==> config.mk <==
export PLATFORM = sky130hd
export DESIGN_NAME = lmcd_decoder
export DESIGN_NICKNAME = d
export VERILOG_FILES = /design/src/rtl/lmcd_pkg.sv /design/src/rtl/lmcd_decoder.sv
export VERILOG_INCLUDE_DIRS = /design/src /design/src/rtl
export SDC_FILE = /design/constraint.sdc
export NUM_CORES = 1
export LEC_CHECK = 0
export ABC_CLOCK_PERIOD_IN_PS = 2800
export BUFFER_PORTS_ARGS = -buffer_cell sky130_fd_sc_hd__buf_4
export CORE_AREA = 2 2 83 85
export DETAILED_ROUTE_END_ITERATION = 6
export DIE_AREA = 0 0 85 87
export PLACE_DENSITY = 0.79
export SYNTH_ARGS = -nofsm -noshare
export SYNTH_HDL_FRONTEND = slang
export SYNTH_SLANG_ARGS = --single-unit
export TNS_END_PERCENT = 50
==> constraint.sdc <==
create_clock -name sys_clk_i -period 2.8 [get_ports sys_clk_i]
set_clock_uncertainty 0.2 [all_clocks]
set_input_delay 0 -clock sys_clk_i [delete_from_list [all_inputs] [get_ports sys_clk_i]]
set_output_delay 0 -clock sys_clk_i [all_outputs]
set_load 0.05 [all_outputs]
==> src/rtl/lmcd_map.svh <==
// Constants for the motion command decoder: frame codes, field positions and reset values.
`ifndef LMCD_MAP_SVH
`define LMCD_MAP_SVH

// ****************************************************************
// Frame identifiers and lengths
// ****************************************************************
`define LMCD_SLEEP_ID 6'h3c
`define LMCD_MOVE_LEN 4'h4
`define LMCD_CMD_LEN 4'h2
`define LMCD_SLEEP_LEN 4'h8
`define LMCD_ID_TYPE_BIT 5

// ****************************************************************
// Command opcodes and fixed bytes
// ****************************************************************
`define LMCD_OP_STOP 7'h0f
`define LMCD_OP_OBSERVE 7'h1f
`define LMCD_SLEEP_FIRST 8'h00
`define LMCD_SLEEP_FILL 8'hff
`define LMCD_FALLBACK_NONE 11'h400

// ****************************************************************
// Field positions
// ****************************************************************
`define LMCD_CMD_FLAG_BIT 7
`define LMCD_BROAD_BIT 7
`define LMCD_HI_NIB 7:4
`define LMCD_LO_NIB 3:0

// ****************************************************************
// Reset values
// ****************************************************************
`define LMCD_GOAL_RST 16'h0000
`define LMCD_NIB_RST 4'h0

`endif

==> src/rtl/lmcd_pkg.sv <==
// Types shared by the motion command decoder and its surroundings.
package lmcd_pkg;

	// Received frame as handed over by the data-link layer.
	typedef struct packed {
		logic [7:0] ident;
		logic [7:0][7:0] data;
		logic [3:0] len;
		logic cksum_ok;
	} lmcd_frame_t;

	// Motion parameters loaded by a move command.
	typedef struct packed {
		logic [3:0] vmax;
		logic [3:0] vmin;
		logic [3:0] stall_threshold;
		logic [3:0] ramp_rate;
	} lmcd_params_t;

	// Command decoder state.
	typedef enum logic [1:0] {
		LMCD_RUN,
		LMCD_STOPPING,
		LMCD_ASLEEP
	} lmcd_state_t;

endpackage : lmcd_pkg

==> src/rtl/lmcd_decoder.sv <==
// Motion command decoder: move, sleep, decelerating stop and back-EMF observation.
`timescale 1ns/100ps
`include "lmcd_map.svh"

module lmcd_decoder (
	// Clock and reset.
	input wire logic sys_clk_i,
	input wire logic resetn_i,
	// Received frames from the data-link layer.
	input wire logic frame_valid_i,
	input wire lmcd_pkg::lmcd_frame_t frame_i,
	// Node configuration.
	input wire logic [6:0] node_address_i,
	input wire logic [5:0] move_ident_i,
	input wire logic [5:0] cmd_ident_i,
	// Motion controller status.
	input wire logic motion_busy_i,
	input wire logic two_stage_motion_i,
	input wire logic [15:0] current_position_i,
	input wire logic [10:0] fallback_position_i,
	input wire logic wake_i,
	// Asynchronous pins and analog levels.
	input wire logic thermal_shutdown_i,
	input wire logic end_stop_pin_i,
	input wire logic bemf_integrator_i,
	// Motion controller commands.
	output logic [15:0] goal_position_o,
	output lmcd_pkg::lmcd_params_t params_o,
	output logic move_start_o,
	output logic decel_stop_o,
	output logic sleep_o,
	output logic cmd_reject_o,
	// End-stop pin drive and sampled level.
	output logic end_stop_pin_o,
	output logic end_stop_pin_oe_o,
	output logic end_stop_level_o
);

	// ****************************************************************
	// Helper functions
	// ****************************************************************

	// Computes the two protected identifier parity bits.
	function automatic logic [1:0] lmcd_parity(input logic [5:0] id);
		logic p0;
		logic p1;
		p0 = id[0] ^ id[1] ^ id[2] ^ id[4];
		p1 = ~(id[1] ^ id[3] ^ id[4] ^ id[5]);
		return {p1, p0};
	endfunction : lmcd_parity

	// True when a broadcast or address-matched command is meant for this node.
	function automatic logic lmcd_for_us(input logic [7:0] b, input logic [6:0] addr);
		return (b[`LMCD_BROAD_BIT] == 1'b0) || (b[6:0] == addr);
	endfunction : lmcd_for_us

	// True when a two-byte command frame carries the given opcode for this node.
	function automatic logic lmcd_cmd_hit(input lmcd_pkg::lmcd_frame_t f,
		input logic [5:0] id, input logic [6:0] addr, input logic [6:0] op);
		return (f.ident[5:0] == id)
			&& (f.len == `LMCD_CMD_LEN)
			&& (f.data[0][`LMCD_CMD_FLAG_BIT] == 1'b1)
			&& (f.data[0][6:0] == op)
			&& lmcd_for_us(f.data[1], addr);
	endfunction : lmcd_cmd_hit

	// ****************************************************************
	// Declarations
	// ****************************************************************
	logic therm_s1_q;
	logic therm_s2_q;
	logic therm_d_q;
	logic pin_s1_q;
	logic pin_s2_q;
	logic bemf_s1_q;
	logic bemf_s2_q;
	lmcd_pkg::lmcd_state_t state_q;
	lmcd_pkg::lmcd_state_t state_d;
	logic sleep_pending_q;
	logic sleep_pending_d;
	logic decel_q;
	logic sleep_q;
	logic bemf_route_q;
	logic [15:0] goal_q;
	lmcd_pkg::lmcd_params_t params_q;
	logic move_start_q;
	logic reject_q;
	logic level_q;
	logic pin_out_q;
	logic [5:0] frame_id;
	logic id_ok;
	logic fill_ok;
	logic is_move;
	logic is_sleep;
	logic is_stop;
	logic is_observe;
	logic good_frame;
	logic therm_rise;
	logic stop_req;
	logic move_ok;
	logic sleep_fb;
	logic sleep_reload;

	// ****************************************************************
	// Input synchronisers
	// ****************************************************************

	// Brings the thermal flag, end-stop pin and integrator level into the clock domain.
	// Only the second stage of each chain is read, so a first stage that goes
	// metastable on an asynchronous edge never reaches the decode logic.
	always_ff @(posedge sys_clk_i or negedge resetn_i) begin
		if (!resetn_i) begin
			therm_s1_q <= 1'b0;
			therm_s2_q <= 1'b0;
			pin_s1_q <= 1'b0;
			pin_s2_q <= 1'b0;
			bemf_s1_q <= 1'b0;
			bemf_s2_q <= 1'b0;
		end else begin
			therm_s1_q <= thermal_shutdown_i;
			therm_s2_q <= therm_s1_q;
			pin_s1_q <= end_stop_pin_i;
			pin_s2_q <= pin_s1_q;
			bemf_s1_q <= bemf_integrator_i;
			bemf_s2_q <= bemf_s1_q;
		end
	end

	// Delays the synchronised thermal flag for edge detection.
	// It resets low, the idle level of the flag, so no false stop follows reset.
	always_ff @(posedge sys_clk_i or negedge resetn_i) begin
		if (!resetn_i) begin
			therm_d_q <= 1'b0;
		end else begin
			therm_d_q <= therm_s2_q;
		end
	end

	// ****************************************************************
	// Frame decoding
	// ****************************************************************

	// Checks identifier parity and the fixed content of the sleep frame.
	// The checksum verdict itself comes from the link layer with the frame.
	always_comb begin
		frame_id = frame_i.ident[5:0];
		id_ok = (frame_i.ident[7:6] == lmcd_parity(frame_id)) && frame_i.cksum_ok;
		fill_ok = 1'b1;
		for (int i = 1; i < 8; i++) begin
			if (frame_i.data[i] != `LMCD_SLEEP_FILL) begin
				fill_ok = 1'b0;
			end
		end
	end

	// Classifies a well-formed frame; anything else is discarded untouched.
	always_comb begin
		is_move = (frame_id == move_ident_i)
			&& (frame_i.ident[`LMCD_ID_TYPE_BIT] == 1'b0)
			&& (frame_i.len == `LMCD_MOVE_LEN);
		is_sleep = (frame_id == `LMCD_SLEEP_ID)
			&& (frame_i.len == `LMCD_SLEEP_LEN)
			&& (frame_i.data[0] == `LMCD_SLEEP_FIRST)
			&& fill_ok;
		is_stop = lmcd_cmd_hit(frame_i, cmd_ident_i, node_address_i,
			`LMCD_OP_STOP);
		is_observe = lmcd_cmd_hit(frame_i, cmd_ident_i, node_address_i,
			`LMCD_OP_OBSERVE);
		good_frame = frame_valid_i && id_ok;
	end

	// Gathers the stop requests from the master and from thermal shutdown.
	// A stop is only acted on while the motor moves; an idle motor has nothing to stop.
	always_comb begin
		therm_rise = therm_s2_q && !therm_d_q;
		stop_req = ((good_frame && is_stop) || therm_rise)
			&& motion_busy_i
			&& !two_stage_motion_i;
		move_ok = good_frame && is_move && (state_q == lmcd_pkg::LMCD_RUN);
		sleep_fb = (fallback_position_i != `LMCD_FALLBACK_NONE);
		sleep_reload = (state_q == lmcd_pkg::LMCD_RUN) && good_frame && is_sleep
			&& motion_busy_i && sleep_fb;
	end

	// ****************************************************************
	// Command state machine
	// ****************************************************************

	// Works out the next command state from frames, stop requests and motor status.
	// A sleep that arrives during a stop is remembered, so the node still sleeps once
	// the motor has halted and the stop position has been kept.
	always_comb begin
		state_d = state_q;
		sleep_pending_d = sleep_pending_q;
		unique case (state_q)
			lmcd_pkg::LMCD_RUN: begin
				if (good_frame && is_sleep) begin
					if (motion_busy_i && !sleep_fb) begin
						state_d = lmcd_pkg::LMCD_STOPPING;
						sleep_pending_d = 1'b1;
					end else begin
						state_d = lmcd_pkg::LMCD_ASLEEP;
					end
				end else if (stop_req) begin
					state_d = lmcd_pkg::LMCD_STOPPING;
				end
			end
			lmcd_pkg::LMCD_STOPPING: begin
				if (!motion_busy_i) begin
					sleep_pending_d = 1'b0;
					if (sleep_pending_q || (good_frame && is_sleep)) begin
						state_d = lmcd_pkg::LMCD_ASLEEP;
					end else begin
						state_d = lmcd_pkg::LMCD_RUN;
					end
				end else if (good_frame && is_sleep) begin
					sleep_pending_d = 1'b1;
				end
			end
			lmcd_pkg::LMCD_ASLEEP: begin
				if (wake_i) begin
					state_d = lmcd_pkg::LMCD_RUN;
				end
			end
			default: begin
				// The fourth code of the state word is unused; fall back to running.
				state_d = lmcd_pkg::LMCD_RUN;
				sleep_pending_d = 1'b0;
			end
		endcase
	end

	// Holds the state and its output flags; the flags copy the next state so that the
	// stop and sleep outputs come straight from flip-flops with no decode behind them.
	always_ff @(posedge sys_clk_i or negedge resetn_i) begin
		if (!resetn_i) begin
			state_q <= lmcd_pkg::LMCD_RUN;
			sleep_pending_q <= 1'b0;
			decel_q <= 1'b0;
			sleep_q <= 1'b0;
		end else begin
			state_q <= state_d;
			sleep_pending_q <= sleep_pending_d;
			decel_q <= (state_d == lmcd_pkg::LMCD_STOPPING);
			sleep_q <= (state_d == lmcd_pkg::LMCD_ASLEEP);
		end
	end

	// ****************************************************************
	// Goal position and motion parameters
	// ****************************************************************

	// Updates the goal from moves, the fallback on sleep, or the stop position.
	// The three causes cannot meet in one cycle: moves and sleep reloads need the run
	// state, and the stop position is only taken while a stop is in progress.
	always_ff @(posedge sys_clk_i or negedge resetn_i) begin
		if (!resetn_i) begin
			goal_q <= `LMCD_GOAL_RST;
		end else if (move_ok) begin
			goal_q <= {frame_i.data[0], frame_i.data[1]};
		end else if (sleep_reload) begin
			goal_q <= {{5{fallback_position_i[10]}}, fallback_position_i};
		end else if ((state_q == lmcd_pkg::LMCD_STOPPING) && !motion_busy_i) begin
			goal_q <= current_position_i;
		end
	end

	// Loads velocities, stall threshold and ramp rate from a move frame.
	always_ff @(posedge sys_clk_i or negedge resetn_i) begin
		if (!resetn_i) begin
			params_q.vmax <= `LMCD_NIB_RST;
			params_q.vmin <= `LMCD_NIB_RST;
			params_q.stall_threshold <= `LMCD_NIB_RST;
			params_q.ramp_rate <= `LMCD_NIB_RST;
		end else if (move_ok) begin
			params_q.vmax <= frame_i.data[2][`LMCD_HI_NIB];
			params_q.vmin <= frame_i.data[2][`LMCD_LO_NIB];
			params_q.stall_threshold <= frame_i.data[3][`LMCD_HI_NIB];
			params_q.ramp_rate <= frame_i.data[3][`LMCD_LO_NIB];
		end
	end

	// Pulses move start for accepted moves and flags discarded frames.
	// A frame that is refused only by the current state is not flagged as bad.
	always_ff @(posedge sys_clk_i or negedge resetn_i) begin
		if (!resetn_i) begin
			move_start_q <= 1'b0;
			reject_q <= 1'b0;
		end else begin
			move_start_q <= move_ok;
			reject_q <= frame_valid_i && !(id_ok
				&& (is_move || is_sleep || is_stop || is_observe));
		end
	end

	// ****************************************************************
	// Back-EMF observation and end-stop pin
	// ****************************************************************

	// Latches observation mode; only reset can clear it.
	// No command clears it, so a stray frame cannot hand the pin back to the switch.
	always_ff @(posedge sys_clk_i or negedge resetn_i) begin
		if (!resetn_i) begin
			bemf_route_q <= 1'b0;
		end else if (good_frame && is_observe) begin
			bemf_route_q <= 1'b1;
		end
	end

	// Drives the integrator level onto the pin while observing.
	always_ff @(posedge sys_clk_i or negedge resetn_i) begin
		if (!resetn_i) begin
			pin_out_q <= 1'b0;
		end else begin
			pin_out_q <= bemf_route_q && bemf_s2_q;
		end
	end

	// Samples the end-stop pin only while observation is off.
	// While the pin carries the integrator, its level says nothing about the switch.
	always_ff @(posedge sys_clk_i or negedge resetn_i) begin
		if (!resetn_i) begin
			level_q <= 1'b0;
		end else if (!bemf_route_q) begin
			level_q <= pin_s2_q;
		end
	end

	// ****************************************************************
	// Outputs
	// ****************************************************************

	// All outputs come straight from flip-flops.
	assign goal_position_o = goal_q;
	assign params_o = params_q;
	assign move_start_o = move_start_q;
	assign decel_stop_o = decel_q;
	assign sleep_o = sleep_q;
	assign cmd_reject_o = reject_q;
	assign end_stop_pin_o = pin_out_q;
	assign end_stop_pin_oe_o = bemf_route_q;
	assign end_stop_level_o = level_q;

endmodule : lmcd_decoder

==> results of run 1 <==
-- synth_stat cells (2+ instances only) --
cell type	instances	area (um2)
o21a_1	3	22.5
nand3_1	9	45.0
or2_2	2	12.5
xor2_1	9	78.8
nor2_1	4	15.0
dfrtp_1	49	1230
a21oi_1	11	55.1
nor2b_1	2	12.5
nor3_2	2	20.0
buf_2	4	20.0
nor3_1	4	20.0
mux2_2	2	22.5
nand4b_1	3	26.3
nand4_1	18	113
xnor2_1	13	114
o32ai_1	2	17.5
inv_1	5	18.8
nand2b_1	2	12.5
and3_1	2	12.5
or3_1	3	18.8
mux2_1	15	169
nand3b_1	7	52.6
nor4b_1	2	17.5
o211ai_1	7	52.6
clkbuf_1	6	22.5
nand2_1	4	15.0
nor4_1	5	31.3
and2_1	2	12.5
or4_1	3	22.5
a221o_1	9	90.1
a22o_1	16	140
nor4_4	2	42.5
-- how the worst min path moves through the flow --
stage	start	endpoint	slack (ns)	cells past startpoint
global placement	resetn_i	goal_position_o[0]$_DFFE_PN0P_	-0.15	1
CTS	frame_i[0]	goal_position_o[8]$_DFFE_PN0P_	0.03	5
detailed placement	resetn_i	goal_position_o[1]$_DFFE_PN0P_	-0.14	1
global route	frame_i[0]	move_start_o$_DFF_PN0_	0.04	4
floorplan	resetn_i	bemf_s1_q$_DFF_PN0_	-0.50	0
finish	frame_i[0]	goal_position_o[8]$_DFFE_PN0P_	0.03	5
-- cell type report --
| cell class | count | area share |
|---|---|---|
| clock buffer | 6 | 0.0168 |
| clock inverter | 2 | 0.00331 |
| inverter | 5 | 0.00382 |
| multi-input combinational | 175 | 0.290 |
| timing repair buffer | 247 | 0.416 |
| tap | 80 | 0.0204 |
| sequential | 49 | 0.250 |
-- metrics by stage --
stage / utilization / hold WS (ns) / std cells / worst slack [ns]
floorplan: - / -0.496 / 240 / 0.560
global placement: 0.623 / -0.147 / 485 / 0.356
detailed placement: 0.623 / -0.143 / 485 / 0.278
CTS: 0.746 / 0.0257 / 564 / 0.0737
global route: 0.748 / 0.0432 / 564 / 0.000919
finish: 0.748 / 0.0292 / 564 / 0.127
-- report_power, final --
group / total, uW / internal, uW / switching, uW / leakage, uW
Combinational: 745 / 339 / 405 / 0.00163
Clock: 452 / 204 / 249 / 0.0000478
Sequential: 823 / 773 / 49.9 / 0.000634
-- tightest hold or removal path, stage by stage --
cell and delay, ns:
buf_4 0.12, nand4_4 0.12, nor4_4 0.09, nand3_1 0.08, o211ai_1 0.07
-- sequential cells by signal, indices dropped and copies added, names as in the netlist --
| signal | flops |
|---|---|
| bemf_s1_q | 1 |
| bemf_s2_q | 1 |
| cmd_reject_o | 1 |
| decel_stop_o | 1 |
| end_stop_level_o | 1 |
| end_stop_pin_o | 1 |
| end_stop_pin_oe_o | 1 |
| goal_position_o | 16 |
| move_start_o | 1 |
| params_o | 16 |
| pin_s1_q | 1 |
| pin_s2_q | 1 |
| sleep_o | 1 |
| sleep_pending_q | 1 |
| state_q | 2 |
| therm_d_q | 1 |
| therm_s1_q | 1 |
| therm_s2_q | 1 |
-- routing by layer --
| metal | global-route usage | wire length (um) | share of wire | up-vias |
|---|---|---|---|---|
| li1 | - | - | - | 1428 |
| met1 | 0.310 | 3900 | 0.38 | 1512 |
| met2 | 0.500 | 5310 | 0.52 | 169 |
| met3 | 0.0730 | 845 | 0.082 | 28 |
| met4 | 0.0678 | 193 | 0.019 | 0 |
| met5 | 0 | 0 | 0 | - |
-- logic make-up (layout without fill, tap and decap cells) --
| group | after synthesis | in the layout |
|---|---|---|
| and+or+nand+nor | 79 | 79 |
| AOI/OAI and AO/OA | 54 | 54 |
| DFF | 49 | 49 |
| xor gates and xnor gates | 24 | 24 |
| muxes | 17 | 17 |
| buffers and inverters | 16 | 260 |
| adders and majority gates | 1 | 1 |
-- repair_timing --
action / CTS / global route
hold buffers: 71 / 0
hold endpoints to repair: 90 / 0
gates resized for setup: 0 / 2
endpoints found under the setup margin: 0 / 1
==> run metrics, run 1 <==
root buffer cell clkbuf_8; number of enable flip-flop cells after synthesis 0; cell family with most CP delay buffers and inverters; Worst VDD drop 385 uV; global route total overflow 0; largest family of logic cells by synthesized area simple AND/OR/NAND/NOR gates; post-route cell area ~5000 um2; Reg clk slew, reported paths ~0.10 ns; r2r setup slk 0.26 ns; Avg Cell Area, Syn 11.3 um2; Clock Latency Late Sink 0.30 ns; Async SR Flop Fraction 1.00; Tot Pwr ~2000 uW; Worst Setup EP sleep_o$_DFF_PN0_; syn nets ~370; Die Height 87 um; routed len/inst 18.2 um; complex-gate fraction of the synthesized area 0.160; status complete, no violations; Post-Syn Instances between 200 and 250; Hold Vio Cnt, Final 0; Reg area 1230 um2; R2R depth 5; R2R Path Start state_q[1]$_DFF_PN0_; CP max FO 6; fraction of layout cells with a size suffix above 1 0.409; Synth Area in XOR/XNOR 0.0855; Max-slew headroom 0.514; P&R area growth vs syn 81.5%; fin crit share 0.955; H-tree levels 2; most frequent cells in the layout 175 x buf_4, 71 x dlygate4sd3_1, 49 x dfrtp_1; Num CTS Buffers 5; Post-DRT Antenna Nets 0; most common cell after layout, fill and taps aside buf_4; type of origin of the critical path input port; Port-buffer cells 170; Period minus WS final roughly 2.7 ns; routed vias/inst 5.56; Final Max Slew Viols 0; worst slew pin tran 0.720 ns; RSZ-0062 raised after global routing no; vias post-DR about 3.1k; Synth Flop Type dfrtp_1; Setup Fix Bufs, Post-CTS 0; CP startpoint frame_i[26]; Die Width 85 um; first-pass GRT wire length 15.6 mm; clk buf depth 2; DR pass1 iterations 5; Seq/Total Area, Yosys 0.453; endpoints failing setup 0; Setup Crit Path Kind input port to flop; I/O pins around 170; Worst Hold Class input port to flop; CP Cell Sequence dlygate4sd3_1 -> buf_4 -> nand4_1 -> nor4_2 -> buf_4 -> nand4_1 -> nor3_2 -> buf_4 -> a21oi_1 -> o32ai_1 -> dlygate4sd3_1; Post-Place Cell Area around 4100 um2; Ant. Diodes 0; CP Depth 11; fill cell count between 400 and 500; Synth Register Bits 49; GR Util All Layers 0.271; leakage 0.00231 uW; Fin Setup TNS 0 ns; power density cells 411 nW/um2; fmax 374 MHz; TritonCTS Sinks 49; GPL Wtd Cong 0.857; antenna violations before repair 0; cell mode on critical path buf_4; fin nets 616; largest net degree at the start of global routing 50; Rows 30; vias in the first global route 3,175; R2R Path End goal_position_o[4]$_DFFE_PN0P_; max cap viols 0; Starting Density 0.412; Worst setup EP type flop; Distinct cells, synth 45; CTS tree done; WP data required 2.84 ns; Detailed Route Iter0 Violations 228; Mapped Area approximately 2700 um2; Post-Synth Simple-Gate Area 0.201; Residual DRC 0; wirelength, routed 10.3 mm; Die ar. approximately 7400 um2; number of synthesis warnings 0; delay of the slowest critical-path stage 0.58 ns; Core Area 6570 um2; Buf/Inv on CP 5; post-synthesis mux area share 0.0707; crit path DAT 2.71 ns; Adder-Cell Fraction of Synth Area 0.00462; multi-input logic area 1420 um2; detailed placement HPWL 7.26 mm; slowest CP cell dlygate4sd3_1
No activity file was read; power rests on OpenSTA's default activity.
==> inputs of run 2 (changes only) <==
ABC_AREA = 1   (was default)
CORE_AREA = 2 2 88 90   (was 2 2 83 85)
DIE_AREA = 0 0 90 92   (was 0 0 85 87)
PLACE_DENSITY = 0.8   (was 0.79)
==> run 2 against run 1 <==
Effect of this change: hold slack got worse by 0.025 ns; worst setup slack better by 0.033 ns; synthesized cell count up 110%; maximum frequency is 1.2% higher; register-to-register slack better by 0.02 ns; cell area up 10%; first-iteration DRC count grew 58%; critical path type unchanged.
==> run metrics, run 2 <==
most frequent cells in the layout 197 x nand2_1, 177 x buf_4, 67 x inv_1; post-route cell area 5400 um2 (+10%); GR Util All Layers 0.282 (+0.0114); Final WS setup 0.160 ns (+0.0325 ns); wirelength, routed 11.7 mm (+14%); vias post-DR 4,241 (+35%); endpoints failing setup 0 (unchanged); Worst setup EP type flop; Seq/Total Area, Yosys 0.369 (-0.0841); Mapped Area 3320 um2 (+23%); Place WS 0.361 ns (+0.0832 ns); power density cells 546 nW/um2 (+33%); fin nets 879 (+43%); slowest CP cell dlygate4sd3_1; number of enable flip-flop cells after synthesis 0 (unchanged); WP data required 2.79 ns (-0.05 ns); P&R area growth vs syn 62.5%; syn nets 649 (+74%); Period minus WS final 2.64 ns (-0.0325 ns); clk buf depth 2 (unchanged); Die Height 92 um (+5.7%); R2R depth 10 (+5); DR pass1 iterations 7 (+2); Worst VDD drop 414 uV (+7.4%); routed vias/inst 5.00 (-10%); crit path DAT 2.63 ns (-0.08 ns); Distinct cells, synth 33 (-27%); GPL Wtd Cong 0.848 (-1.0%); Detailed Route Iter0 Violations 361 (+58%); H-tree levels 2 (unchanged); count leader, synth nand2_1; antenna violations before repair 0 (unchanged); most common cell after layout, fill and taps aside nand2_1; Ant. Diodes 0 (unchanged); number of synthesis warnings 0 (unchanged); Rows 32 (+6.7%); vias in the first global route 4,157 (+31%); type of origin of the critical path input port; detailed placement HPWL 8.54 mm (+18%); Clock Latency Late Sink 0.30 ns (about the same); first-pass GRT wire length 19.2 mm (+23%); cell mode on critical path nand2_1; Post-Place Cell Area 4670 um2 (+14%); Die ar. 8280 um2 (+12%); Avg Cell Area, Syn 6.44 um2 (-43%); Synth Flop Type dfrtp_1; worst slew pin tran 0.625 ns (-0.0953 ns); Hold Vio Cnt, Final 0 (unchanged); Setup Crit Path Kind input port to flop; Num CTS Buffers 5 (unchanged); status complete, no violations; cell family with most CP delay buffers and inverters; Max-slew headroom 0.583 (+0.0698); fill cell count 597 (+41%); CP Cell Sequence dlygate4sd3_1 -> buf_4 -> nor2_1 -> nand2_2 -> nor3_2 -> nand3b_1 -> nor2_1 -> nand2_1 -> nor2_2 -> nand2_4 -> buf_6 -> nand2_1 -> nand2_1 -> nand2_1 -> nand3_1 -> dlygate4sd3_1; global route total overflow 0 (unchanged); Core Area 7450 um2 (+13%); leakage 0.00300 uW (+30%); Async SR Flop Fraction 1.00 (unchanged); Final Max Slew Viols 0 (unchanged); CP Depth 16 (+5); fin crit share 0.943 (-0.0116); CP max FO 15 (+9); Die Width 90 um (+5.9%); Yosys top cell by area dfrtp_1; Reg clk slew, reported paths 0.10 ns (about the same); max cap viols 0 (unchanged); Residual DRC 0 (unchanged); Buf/Inv on CP 4 (-1); CTS tree done; Port-buffer cells 170 (unchanged); I/O pins 171 (unchanged); largest net degree at the start of global routing 50 (unchanged); TritonCTS Sinks 49 (unchanged); Post-DRT Antenna Nets 0 (unchanged); root buffer cell clkbuf_8; dominant cells by area after synthesis dfrtp_1 37%, nand2_1 22%, inv_1 7.6%, nand3_1 7.4%, nor2_1 6.6%; Worst Hold Class input port to flop; Synth top area share 0.369 (-0.0841); Starting Density 0.446 (+0.0342); fraction of layout cells with a size suffix above 1 0.282 (-0.127); top cells by count, synth 199 x nand2_1, 67 x inv_1, 58 x nor2_1; fmax 379 MHz (+1.2%); hold depth 5 (unchanged); routed len/inst 13.8 um (-24%); final hold slack 0.00405 ns (-0.0251 ns); Synth Register Bits 49 (unchanged); Post-Syn Instances 516 (+110%); delay of the slowest critical-path stage 0.57 ns (about the same)
==> run 2: cell count changes after synthesis, sizes merged, moves of 8 or more <==
cell,before,now
nand2,4,205
inv,5,70
nor2,4,62
nand3,9,50
a22o,16,0
mux2,17,1
nand4,19,34
xnor2,14,1
a221o,9,0
a21oi,11,3
==> run 2: report_power, final <==
group	switching (uW)	internal, uW	leakage, uW
sequential	93.9	855	0.000633
combinational	897	650	0.00231
clock	252	201	0.0000512
==> run 2: routing by layer <==
| layer | part of all wire | global-route usage | vias up |
|---|---|---|---|
| li1 | - | - | 2079 |
| met1 | 0.40 | 0.360 | 1928 |
| met2 | 0.50 | 0.494 | 199 |
| met3 | 0.063 | 0.0477 | 35 |
| met4 | 0.032 | 0.0795 | 0 |
| met5 | 0 | 0 | - |
==> run 2: cell type report <==
class	count	area, um2	area share
well taps	102	128	0.0236
flip-flops and latches	49	1230	0.227
clock buffers	6	82.6	0.0153
clock inverters	2	13.8	0.00255
repair buffers	235	1910	0.354
multi-input cells	383	1760	0.327
inverters	72	277	0.0512
==> run 2: what timing repair did <==
| action | in CTS | in global routing |
|---|---|---|
| hold endpoints to repair | 91 | 0 |
| hold buffers | 57 | 0 |
| gates resized for setup | 0 | 9 |
| buffers inserted | 0 | 4 |
| setup endpoints to repair | 0 | 17 |
==> run 2: worst reg2reg max path: stages, from the launching register on <==
cell and delay, ns:
dfrtp_1 0.42, nor2_1 0.15, inv_1 0.13, nor2_4 0.34
nand2_4 0.17, buf_6 0.19, nand2_1 0.07, nand2_1 0.05
nand2_1 0.06, nand3_1 0.07, dlygate4sd3_1 0.58
==> run 2: cells by family after synthesis <==
logic type | Yosys count | share of synthesized area
AOI/OAI and AO/OA | 8 | 0.0136
xor gates and xnor gates | 3 | 0.00791
adders and majority gates | 1 | 0.00376
buffers and inverters | 84 | 0.108
DFF | 49 | 0.369
muxes | 1 | 0.00339
and+or+nand+nor | 370 | 0.495
==> run 2: final timing paths <==
check,from,to,slack [ns]
worst max-delay path,frame_i[9],goal_position_o[15]$_DFFE_PN0P_,0.16
worst min-delay path,frame_i[0],end_stop_pin_oe_o$_DFFE_PN0P_,0.004
worst max register to register,state_q[1]$_DFF_PN0_,goal_position_o[15]$_DFFE_PN0P_,0.28
worst min register to register,therm_s1_q$_DFF_PN0_,therm_s2_q$_DFF_PN0_,0.15
max in group asynchronous,resetn_i,goal_position_o[6]$_DFFE_PN0P_,1.94
min in group asynchronous,resetn_i,end_stop_pin_o$_DFF_PN0_,0.04
==> run 2: through the flow <==
step / utilization / total power (uW) / std cells / setup TNS, ns
2_1_floorplan: - / 1750 / 516 / 0
3_3_place_gp: 0.627 / 2210 / 780 / 0
3_5_place_dp: 0.627 / 2240 / 780 / 0
4_1_cts: 0.717 / 2930 / 845 / 0
5_1_grt: 0.725 / 3120 / 849 / -0.00930
6_report: 0.725 / 2950 / 849 / 0
==> inputs of run 3 (changes only) <==
RECOVER_POWER = 25   (was default)
==> run 3 against run 2 <==
Effect of this change: die area unchanged; hold slack hardly changed; maximum frequency about the same; global-route usage did not move; count of clock-buffer cells in the layout did not move; critical path depth stayed put; combinational power barely moved; critical endpoint unchanged.
==> run metrics, run 3 (same netlist as run 2, synthesis figures left out) <==
Period minus WS final 2.64 ns (-0.0000630 ns); antenna violations before repair 0 (unchanged); WP data required 2.79 ns (about the same); Die Height 92 um (unchanged); net switching power 1240 uW (about the same); Worst setup EP type flop; Worst Hold Class input port to flop; Fin Setup TNS 0 ns (unchanged); DR pass1 iterations 7 (unchanged); I/O pins 171 (unchanged); largest net degree at the start of global routing 50 (unchanged); Max-slew headroom 0.192 (-0.391); Num CTS Buffers 5 (unchanged); TritonCTS Sinks 49 (unchanged); Residual DRC 0 (unchanged); Detailed Route Iter0 Violations 361 (unchanged); Sw Ratio 0.422 (about the same); Final Max Slew Viols 0 (unchanged); Seq pwr share 0.322 (about the same); Reg clk slew, reported paths 0.10 ns (about the same); root buffer cell clkbuf_8; clk buf depth 2 (unchanged); Starting Density 0.446 (unchanged); P&R area growth vs syn 62.5% (about the same); routed len/inst 13.8 um (about the same); Worst VDD drop 413 uV (about the same); most common cell after layout, fill and taps aside nand2_1; Setup Crit Path Kind input port to flop; status complete, no violations; fin crit share 0.943 (about the same); routed vias/inst 5.00 (unchanged); Hold Vio Cnt, Final 0 (unchanged); detailed placement HPWL 8.54 mm (unchanged); GR Util All Layers 0.282 (unchanged); wirelength, routed 11.7 mm (about the same); first-pass GRT wire length 19.2 mm (unchanged); Tot Pwr 2950 uW (about the same); Post-DRT Antenna Nets 0 (unchanged); CTS tree done; Ant. Diodes 0 (unchanged); Core Area 7450 um2 (unchanged); Clock Latency Late Sink 0.30 ns (about the same); leakage 0.00300 uW (about the same); CP max FO 15 (unchanged); vias post-DR 4,241 (unchanged); fin nets 879 (unchanged); most frequent cells in the layout 197 x nand2_1, 173 x buf_4, 67 x inv_1; power density cells 546 nW/um2 (about the same); Port-buffer cells 170 (unchanged); Rows 32 (unchanged); worst slew pin tran 1.21 ns (+0.587 ns); crit path DAT 2.63 ns (about the same); fmax 379 MHz (about the same); fraction of layout cells with a size suffix above 1 0.282 (unchanged); vias in the first global route 4,157 (unchanged); clock share of power 0.154 (about the same); global route total overflow 0 (unchanged); GPL Wtd Cong 0.848 (unchanged); endpoints failing setup 0 (unchanged); max cap viols 0 (unchanged); Die ar. 8280 um2 (unchanged); Die Width 90 um (unchanged); type of origin of the critical path input port; Logic pwr share 0.524 (about the same); H-tree levels 2 (unchanged); Int Power 1710 uW (about the same)
## run 3: cell count changes in the layout (fill, tap and decap cells not counted), sizes merged
cell    delta
buf        -4
clkbuf     +4
## run 3: path summary, 6_finish.rpt
kind	start	to	slack, ns	depth (start not counted)
setup reg to reg	state_q[1]$_DFF_PN0_	goal_position_o[15]$_DFFE_PN0P_	0.28	10
setup / recovery	frame_i[9]	goal_position_o[15]$_DFFE_PN0P_	0.16	16
hold / removal	frame_i[0]	end_stop_pin_oe_o$_DFFE_PN0P_	0.004	5
max in group asynchronous	resetn_i	goal_position_o[6]$_DFFE_PN0P_	1.39	2
min in group asynchronous	resetn_i	end_stop_pin_o$_DFF_PN0_	0.27	2
hold reg to reg	therm_s1_q$_DFF_PN0_	therm_s2_q$_DFF_PN0_	0.15	0
## run 3: layout make-up
| class | instances | area [um2] |
|---|---|---|
| Multi-Input combinational cell | 383 | 1760 |
| Clock buffer | 6 | 82.6 |
| Clock inverter | 2 | 13.8 |
| Fill cell | 598 | 2050 |
| Inverter | 72 | 277 |
| Tap cell | 102 | 128 |
| Sequential cell | 49 | 1230 |
| Timing Repair Buffer | 235 | 1910 |
## run 3: stage by stage
step | instances | hold slack (ns) | utilization | instance area (um2) | setup WS (ns)
finish | 849 | 0.00405 | 0.725 | 5400 | 0.160
global route | 849 | 0.0157 | 0.725 | 5400 | -0.00930
CTS | 845 | 0.00472 | 0.717 | 5340 | 0.0417
detailed placement | 780 | -0.134 | 0.627 | 4670 | 0.361
global placement | 780 | -0.150 | 0.627 | 4670 | 0.486
floorplan | 516 | -0.496 | - | 3320 | 0.986
## run 3: layer usage
| layer | track usage | part of all wire | up-vias | routed length [um] |
|---|---|---|---|---|
| li1 | - | - | 2079 | - |
| met1 | 0.360 | 0.40 | 1928 | 4720 |
| met2 | 0.494 | 0.50 | 199 | 5870 |
| met3 | 0.0477 | 0.063 | 35 | 733 |
| met4 | 0.0795 | 0.032 | 0 | 369 |
| met5 | 0 | 0 | - | 0 |
## run 3: critical path, stage by stage
cell and delay [ns]:
dlygate4sd3_1 0.56, buf_4 0.15, nor2_1 0.12, nand2_2 0.10
nor3_2 0.11, nand3b_1 0.09, nor2_1 0.09, nand2_1 0.09
nor2_2 0.16, nand2_4 0.13, buf_6 0.19, nand2_1 0.07
nand2_1 0.05, nand2_1 0.06, nand3_1 0.07, dlygate4sd3_1 0.57
## run 3: what timing repair did
| action | CTS | global route |
|---|---|---|
| hold buffers | 57 | 0 |
| setup buffers | 0 | 4 |
| endpoints found under the hold margin | 91 | 0 |
| endpoints found under the setup margin | 0 | 17 |
| resized for setup | 0 | 9 |
## run 3: power by group through the flow
stage / clock, uW / sequential [uW] / combinational [uW]
global route: 486 / 970 / 1660
floorplan: 0 / 1370 / 386
detailed placement: 0 / 957 / 1290
CTS: 460 / 947 / 1520
finish: 453 / 949 / 1550
global placement: 0 / 956 / 1260
